### src/hw/cfm_pkg.sv
// constants shared by the contact feedback monitor files
package cfm_pkg;
   localparam int unsigned CLK_HZ        = 100_000_000;
   localparam int unsigned CYC_PER_MS    = CLK_HZ / 1000;
   localparam int unsigned WINDOW_MS     = 250;
   localparam int unsigned WINDOW_CYC    = WINDOW_MS * CYC_PER_MS;
   localparam int unsigned RST_MIN_MS    = 250;
   localparam int unsigned RST_MAX_MS    = 2000;
   localparam int unsigned RST_MIN_CYC   = RST_MIN_MS * CYC_PER_MS;
   localparam int unsigned RST_MAX_CYC   = RST_MAX_MS * CYC_PER_MS;
   // register byte offsets
   localparam logic [3:0]  OFS_CTRL      = 4'h0;
   localparam logic [3:0]  OFS_STATUS    = 4'h4;
   // control fields
   localparam int unsigned CTRL_MODE_LSB = 0;
   localparam int unsigned CTRL_AUXF_BIT = 2;
   localparam int unsigned CTRL_EMFE_BIT = 3;
   localparam int unsigned CTRL_PAR_BIT  = 4;
   localparam int unsigned CTRL_COMB_BIT = 5;
   localparam logic [1:0]  MODE_DUAL     = 2'h0;
   localparam logic [1:0]  MODE_SINGLE   = 2'h1;
   localparam logic [1:0]  MODE_NONE     = 2'h2;
   localparam logic [5:0]  CTRL_RESET    = 6'h00;
   typedef enum logic [1:0] {CFM_OFF, CFM_ON, CFM_LOCK} cfm_state_t;
endpackage : cfm_pkg

### src/hw/cfm_tmr_if.sv
// window timer hookup between monitor and timer
interface cfm_tmr_if;
   logic run;
   logic expired;
   modport owner (output run, input expired);
   modport timer (input run, output expired);
endinterface : cfm_tmr_if

### src/hw/cfm_reset_qual.sv
// turns a closed-then-opened reset switch into a one-cycle request
module cfm_reset_qual
   import cfm_pkg::*;
#(
   parameter int unsigned MIN_CYC = RST_MIN_CYC,
   parameter int unsigned MAX_CYC = RST_MAX_CYC
) (
   input  wire logic clk,
   input  wire logic arst_n,
   input  wire logic switch_closed,
   output logic      reset_req
);
   logic [31:0] held_r;
   logic        closed_d_r;

   // measure closed time, saturating so a stuck switch never wraps
   always_ff @(posedge clk or negedge arst_n) begin
      if (!arst_n) begin
         held_r     <= 32'h0;
         closed_d_r <= 1'b0;
      end else begin
         closed_d_r <= switch_closed;
         if (!switch_closed) begin
            held_r <= 32'h0;
         end else if (held_r <= MAX_CYC) begin
            held_r <= held_r + 32'h1;
         end
      end
   end

   // request only on release, and only for a press of legal length
   assign reset_req = closed_d_r && !switch_closed &&
                      (held_r >= MIN_CYC) && (held_r <= MAX_CYC);
endmodule : cfm_reset_qual

### src/hw/cfm_top.sv
// contact feedback monitor: reset gating, window checks, lockout, aux and fault lines
//
// The implementer's own choices: the address map and the Avalon-MM interface to the registers.
module cfm_top
   import cfm_pkg::*;
#(
   parameter int unsigned WIN_CYC  = WINDOW_CYC,
   parameter int unsigned RMIN_CYC = RST_MIN_CYC,
   parameter int unsigned RMAX_CYC = RST_MAX_CYC
) (
   input  wire logic        clk,
   input  wire logic        arst_n,
   input  wire logic [3:0]  avs_address,
   input  wire logic        avs_read,
   input  wire logic        avs_write,
   input  wire logic [31:0] avs_writedata,
   output logic      [31:0] avs_readdata,
   output logic             avs_waitrequest,
   input  wire logic        feedback_input_a,
   input  wire logic        feedback_input_b_in,
   output logic             feedback_input_b_out,
   output logic             feedback_input_b_oe,
   input  wire logic        beam_clear,
   input  wire logic        remote_test_closed,
   input  wire logic        reset_switch_closed,
   input  wire logic        emitter_lockout,
   output logic             safety_output_a,
   output logic             safety_output_b,
   output logic             emitter_reset,
   output logic             emitter_fault_out,
   output logic             fault_line
);
   cfm_state_t  state_r;
   cfm_state_t  state_nxt;
   logic [5:0]  ctrl_r;
   logic        wait_r;
   logic [31:0] rdata_r;
   logic        pend_r;
   logic        cause_single_r;
   logic        cause_dual_r;
   logic        diag_a_r;
   logic        diag_b_r;
   logic        b_oe_r;
   logic        b_out_r;
   logic        so_a_r;
   logic        so_b_r;
   logic        em_rst_r;
   logic        em_fault_r;
   logic        fault_r;
   logic        reset_req;
   logic [1:0]  mode;
   logic        fb_ok;
   logic        fb_b;
   logic        run_ok;
   cfm_tmr_if   tmr ();

   assign mode = ctrl_r[CTRL_MODE_LSB +: 2];
   // line b is an output in single mode, so its input is meaningless there
   assign fb_b = (mode == MODE_SINGLE) ? 1'b1 : feedback_input_b_in;

   // feedback closed for the selected mode
   always_comb begin
      case (mode)
         MODE_DUAL:   fb_ok = feedback_input_a && feedback_input_b_in;
         MODE_SINGLE: fb_ok = feedback_input_a;
         default:     fb_ok = 1'b1;
      endcase
   end

   // test input is dead when the emitter shares the receiver cable
   assign run_ok = beam_clear && (remote_test_closed || ctrl_r[CTRL_PAR_BIT]);

   cfm_reset_qual #(
      .MIN_CYC (RMIN_CYC),
      .MAX_CYC (RMAX_CYC)
   ) u_rq (
      .clk           (clk),
      .arst_n        (arst_n),
      .switch_closed (reset_switch_closed),
      .reset_req     (reset_req)
   );

   cfm_window_timer #(
      .LIMIT (WIN_CYC)
   ) u_tmr (
      .clk    (clk),
      .arst_n (arst_n),
      .t      (tmr)
   );

   // single: open after turn-off; dual: channels disagree
   always_comb begin
      case (mode)
         MODE_SINGLE: tmr.run = pend_r && !feedback_input_a;
         MODE_DUAL:   tmr.run = feedback_input_a ^ feedback_input_b_in;
         default:     tmr.run = 1'b0;
      endcase
   end

   // main sequencing
   always_comb begin
      state_nxt = state_r;
      case (state_r)
         CFM_OFF: begin
            if (tmr.expired) begin
               state_nxt = CFM_LOCK;
            end else if (reset_req && fb_ok && run_ok) begin
               state_nxt = CFM_ON;
            end
         end
         CFM_ON: begin
            if (tmr.expired) begin
               state_nxt = CFM_LOCK;
            end else if (!run_ok) begin
               state_nxt = CFM_OFF;
            end
         end
         CFM_LOCK: begin
            if (reset_req && fb_ok && !tmr.run) begin
               state_nxt = CFM_OFF;
            end
         end
         default: state_nxt = CFM_LOCK;
      endcase
   end

   always_ff @(posedge clk or negedge arst_n) begin
      if (!arst_n) begin
         state_r <= CFM_OFF;
         so_a_r  <= 1'b0;
         so_b_r  <= 1'b0;
      end else begin
         state_r <= state_nxt;
         so_a_r  <= (state_nxt == CFM_ON);
         so_b_r  <= (state_nxt == CFM_ON);
      end
   end

   // single mode: closure owed after every on-to-off change
   always_ff @(posedge clk or negedge arst_n) begin
      if (!arst_n) begin
         pend_r <= 1'b0;
      end else if (state_r == CFM_ON && state_nxt != CFM_ON) begin
         pend_r <= 1'b1;
      end else if (feedback_input_a || state_r == CFM_LOCK) begin
         pend_r <= 1'b0;
      end
   end

   // lockout cause and per-channel diagnostics, kept until lockout clears
   always_ff @(posedge clk or negedge arst_n) begin
      if (!arst_n) begin
         cause_single_r <= 1'b0;
         cause_dual_r   <= 1'b0;
         diag_a_r       <= 1'b0;
         diag_b_r       <= 1'b0;
      end else if (tmr.expired && state_r != CFM_LOCK) begin
         cause_single_r <= (mode == MODE_SINGLE);
         cause_dual_r   <= (mode == MODE_DUAL);
         diag_a_r       <= (mode == MODE_DUAL) && !feedback_input_a;
         diag_b_r       <= (mode == MODE_DUAL) && !feedback_input_b_in;
      end else if (state_r == CFM_LOCK && state_nxt == CFM_OFF) begin
         cause_single_r <= 1'b0;
         cause_dual_r   <= 1'b0;
         diag_a_r       <= 1'b0;
         diag_b_r       <= 1'b0;
      end
   end

   // aux, emitter and shared fault lines
   always_ff @(posedge clk or negedge arst_n) begin
      if (!arst_n) begin
         b_oe_r     <= 1'b0;
         b_out_r    <= 1'b0;
         em_rst_r   <= 1'b0;
         em_fault_r <= 1'b0;
         fault_r    <= 1'b0;
      end else begin
         b_oe_r     <= (mode == MODE_SINGLE);
         b_out_r    <= ctrl_r[CTRL_AUXF_BIT] ? (state_r == CFM_LOCK)
                                             : (state_r == CFM_ON);
         em_rst_r   <= reset_req && ctrl_r[CTRL_PAR_BIT];
         em_fault_r <= ctrl_r[CTRL_EMFE_BIT] && emitter_lockout;
         fault_r    <= ctrl_r[CTRL_COMB_BIT] &&
                       (emitter_lockout || state_r == CFM_LOCK);
      end
   end

   // avalon slave: fixed one wait cycle, answer on the following edge
   always_ff @(posedge clk or negedge arst_n) begin
      if (!arst_n) begin
         wait_r  <= 1'b1;
         rdata_r <= 32'h0;
         ctrl_r  <= CTRL_RESET;
      end else begin
         wait_r <= !((avs_read || avs_write) && wait_r);
         if (avs_read && wait_r) begin
            case (avs_address)
               OFS_CTRL:   rdata_r <= {26'h0, ctrl_r};
               OFS_STATUS: rdata_r <= {24'h0, diag_b_r, diag_a_r, cause_dual_r,
                                       cause_single_r, fb_b, feedback_input_a,
                                       state_r};
               default:    rdata_r <= 32'h0;
            endcase
         end
         if (avs_write && !wait_r && avs_address == OFS_CTRL) begin
            ctrl_r <= avs_writedata[5:0];
         end
      end
   end

   assign avs_readdata         = rdata_r;
   assign avs_waitrequest      = wait_r;
   assign feedback_input_b_out = b_out_r;
   assign feedback_input_b_oe  = b_oe_r;
   assign safety_output_a      = so_a_r;
   assign safety_output_b      = so_b_r;
   assign emitter_reset        = em_rst_r;
   assign emitter_fault_out    = em_fault_r;
   assign fault_line           = fault_r;
endmodule : cfm_top

### src/hw/cfm_window_timer.sv
// counts a continuous condition against a window length
module cfm_window_timer
   import cfm_pkg::*;
#(
   parameter int unsigned LIMIT = WINDOW_CYC
) (
   input  wire logic clk,
   input  wire logic arst_n,
   cfm_tmr_if.timer  t
);
   logic [31:0] cnt_r;

   // restart whenever the condition drops; saturate past the limit
   always_ff @(posedge clk or negedge arst_n) begin
      if (!arst_n) begin
         cnt_r <= 32'h0;
      end else if (!t.run) begin
         cnt_r <= 32'h0;
      end else if (cnt_r <= LIMIT) begin
         cnt_r <= cnt_r + 32'h1;
      end
   end

   // strictly longer than the window
   assign t.expired = t.run && (cnt_r > LIMIT);
endmodule : cfm_window_timer
### config.mk
export PLATFORM = sky130hd
export DESIGN_NAME = cfm_top
export DESIGN_NICKNAME = d
export VERILOG_FILES = /design/src/hw/cfm_pkg.sv /design/src/hw/cfm_tmr_if.sv /design/src/hw/cfm_reset_qual.sv /design/src/hw/cfm_top.sv /design/src/hw/cfm_window_timer.sv
export SDC_FILE = /design/constraint.sdc
export NUM_CORES = 1
export LEC_CHECK = 0
export BUFFER_PORTS_ARGS = -buffer_cell sky130_fd_sc_hd__buf_2
export CORE_AREA = 3 3 145 147
export DETAILED_ROUTE_END_ITERATION = 10
export DIE_AREA = 0 0 148 150
export SLEW_MARGIN = 20
export SYNTH_ARGS = -nofsm -noshare
export SYNTH_HDL_FRONTEND = slang
export SYNTH_SLANG_ARGS = --single-unit
### constraint.sdc
create_clock -name clk -period 3 [get_ports clk]
set_input_delay 0.6 -clock clk [delete_from_list [all_inputs] [get_ports clk]]
set_output_delay 0.6 -clock clk [all_outputs]
set_load 0.01 [all_outputs]
==> impl_results.md <==
- Post-Synthesis Cells: 511
- Resize count post-CTS: 0
- Layout cells sized above 1: 0.148
- Max Slew Vio Count: 0
- Worst r2r path cells: 6
- Sequential-to-total area share from yosys stat: 0.470
- Peak VDD IR: 238 µV
- Post-Syn Area: 0.00496 mm²
- Critical Path AT: 2900 ps
- Clk sinks: 93
- Max-cap viol count: 0
- H-Tree Depth: 3
- Clock Latency Late Sink: 340 ps
- ANT cells: 0
- Largest net degree at the start of global routing: 51
- Sequential share of power: 0.501
- Initial Utilization: 0.247
- Via/cell ratio: 4.78
- Vias in the first global route: 3680
- Slew headroom: 0.497
- Routed wire per std cell: 13.6 µm
- Clock slew at reported path FFs: 70 ps
- Final setup TNS: 0 ps
- TritonCTS buffer count: 9
- EDFF count, synth: 0
- CP max FO: 47
- Status: finished clean
- Asr flop ratio synth: 1.00
- Net Sw Power: 717 µW
- Fillcell total: 2124
- Worst-margin pin slew: 753 ps
- HPWL after DPL: 7850 µm
- Post-Syn Area per Cell: 9.70 µm²
- Synth Register Bits: 93
- Most common cell in the netlist: dfrtp_1
- Achievable clock frequency: 0.380 GHz
- Final setup fails: 0
- Post-synthesis cell type count: 62
- Crit path kind: reg2reg
- Global-route wire length before repair: 18600 µm
- Internal Power: 1960 µW
- Hold buffers post-CTS: 0
- Reg-to-reg slack, setup: 370 ps
- Final hold viol count: 0
- Root Driver: clkbuf_16
- Final WL: 11200 µm
- Row cnt: 52
- Main synth FF type: dfrtp_1
- Fin crit share: 0.877
- Minimum clock period: 2630 ps
- DR vias: 3930
- DRT Pass-1 Iters: 6
- CP Data Required Time: 3270 ps
- FF-to-FF Start: u_tmr.cnt_r[15]
- RR Endpoint: u_tmr.cnt_r[19]
- DRC errors left: 0
- Die area: 0.0222 mm²
- Worst Skew: 7.34 ps
- CTS tree: done
- Yosys top cell area share: 0.464
- Hold Slack: 280 ps
- Yosys warns: 0
- CTS Buffer Depth: 2
- Initial antenna violation count: 0
- First DRT Iteration DRCs: 231
- Power per Cell Area: 471 mW/mm²
- Setup bufs post-CTS: 0
- Core area: 0.0200 mm²
- Type of the most critical hold path: in2async
- Part of the power in the clock network: 0.414
- Die span in y: 150 µm
- Comb pwr share: 0.084
- Layout area overhead: 14.6%
- Synth area leaders: dfrtp_1, a21oi_1, buf_4
- Worst Setup End Kind: flop
- I/O pins: 86
- Gr usage total: 0.101
- Synth cell count leaders: dfrtp_1, nand2_1, a21oi_1
- Die Wd: 148 µm
- Post-route ant nets: 0
- GR Overflow Total: 0
- Final nets: 599
- P_leak: 0.00237 µW
- GP Congestion: 0.779
- Port bufs: 35
- RSZ-0062 raised after global routing: no
- Startpoint Class: flop
- Top cell type by total area after synthesis: dfrtp_1
- Sw Share: 0.268
## area by class of cell
| cell class | instances | area (µm²) | share of cell area |
|---|---|---|---|
| repair buffers | 50 | 290 | 0.0511 |
| multi-input cells | 385 | 2400 | 0.423 |
| clock buffers | 9 | 225 | 0.0396 |
| inverters | 9 | 33.8 | 0.00595 |
| well taps | 270 | 338 | 0.0595 |
| flip-flops and latches | 93 | 2330 | 0.410 |
| clock inverters | 7 | 63.8 | 0.0112 |
## how the worst max path moves through the flow
stage	startpoint	to	slack (ps)	depth (start not counted)
6_report	u_tmr.cnt_r[15]	u_tmr.cnt_r[19]	370	6
5_1_grt	u_tmr.cnt_r[15]	u_tmr.cnt_r[17]	170	6
4_1_cts	u_tmr.cnt_r[15]	u_tmr.cnt_r[19]	370	6
3_5_place_dp	u_tmr.cnt_r[15]	u_tmr.cnt_r[17]	400	6
3_3_place_gp	u_tmr.cnt_r[15]	u_tmr.cnt_r[6]	460	6
2_1_floorplan	feedback_input_a	cause_dual_r	640	7
## logic make-up after synthesis
family / after synthesis / share of synthesized area
other: 1 / 0.000756
XOR/XNOR: 10 / 0.0177
flip-flops: 93 / 0.470
adder cells (fa/ha/maj): 5 / 0.0126
multiplexers: 10 / 0.0217
AO/OA/AOI/OAI: 128 / 0.172
AND/OR/NAND/NOR: 208 / 0.242
buffers and inverters: 56 / 0.0641
## power groups by stage
stage / Clock, µW / Combinational (µW) / Sequential, µW
after detailed placement: 0 / 231 / 1360
final: 1110 / 226 / 1340
after global placement: 0 / 228 / 1360
after global routing: 1200 / 258 / 1350
after CTS: 1150 / 231 / 1340
after floorplan: 0 / 149 / 1360
## sequential cells by signal, indices dropped and copies added (netlist names)
register,cells
cause_dual_r,1
avs_waitrequest,1
safety_output_b,1
state_r,2
pend_r,1
fault_line,1
u_rq.closed_d_r,1
diag_b_r,1
cause_single_r,1
feedback_input_b_oe,1
avs_readdata,8
u_tmr.cnt_r,32
emitter_reset,1
ctrl_r,6
diag_a_r,1
feedback_input_b_out,1
u_rq.held_r,32
emitter_fault_out,1
## per-layer routing
| metal | GRT usage | share of wire |
|---|---|---|
| met5 | 0 | 0 |
| met1 | 0.141 | 0.50 |
| met2 | 0.161 | 0.47 |
| met4 | 0.0185 | 0.010 |
| met3 | 0.0270 | 0.028 |
## cell usage in the layout, fill, tap and decap left out, types with 4 or more instances in the layout
cell type,synthesis,final
a21oi_1,38,37
conb_1,1,24
nor2b_1,4,4
buf_2,4,34
clkbuf_16,0,9
mux2_2,6,6
dfrtp_1,92,92
and3_1,8,8
nand3_1,12,12
o31ai_1,13,13
a22oi_1,6,6
nand2_1,49,49
nor2_1,23,23
or4_1,20,20
nor3_1,10,10
ha_1,5,5
o21a_1,10,10
and4_1,6,6
and2_1,19,19
o21ai_0,27,27
nand4_1,14,14
nor4_1,8,8
xor2_1,4,4
or3_1,16,16
o211ai_1,6,6
a2111oi_0,4,4
inv_6,0,4
xnor2_1,6,6
buf_4,25,16
nand2b_1,4,4
inv_1,9,9
mux2i_1,4,4
## per-stage QoR
stage	utilization	setup WS, ps	instance area, µm²	cells	power [µW]
global route	0.284	175	5680	823	2800
finish	0.284	370	5680	823	2680
floorplan	-	639	5040	534	1510
detailed placement	0.269	396	5390	807	1600
CTS	0.284	375	5680	823	2720
global placement	0.269	455	5390	807	1590
## worst max-delay path, cell delays in order, from the launching register on
cell and delay [ps]:
dfrtp_1 450, or4_1 590, o41ai_2 450, a21oi_2 90, buf_4 260, or4_1 530, a21oi_1 160
Power figures use the tool's default switching activity.
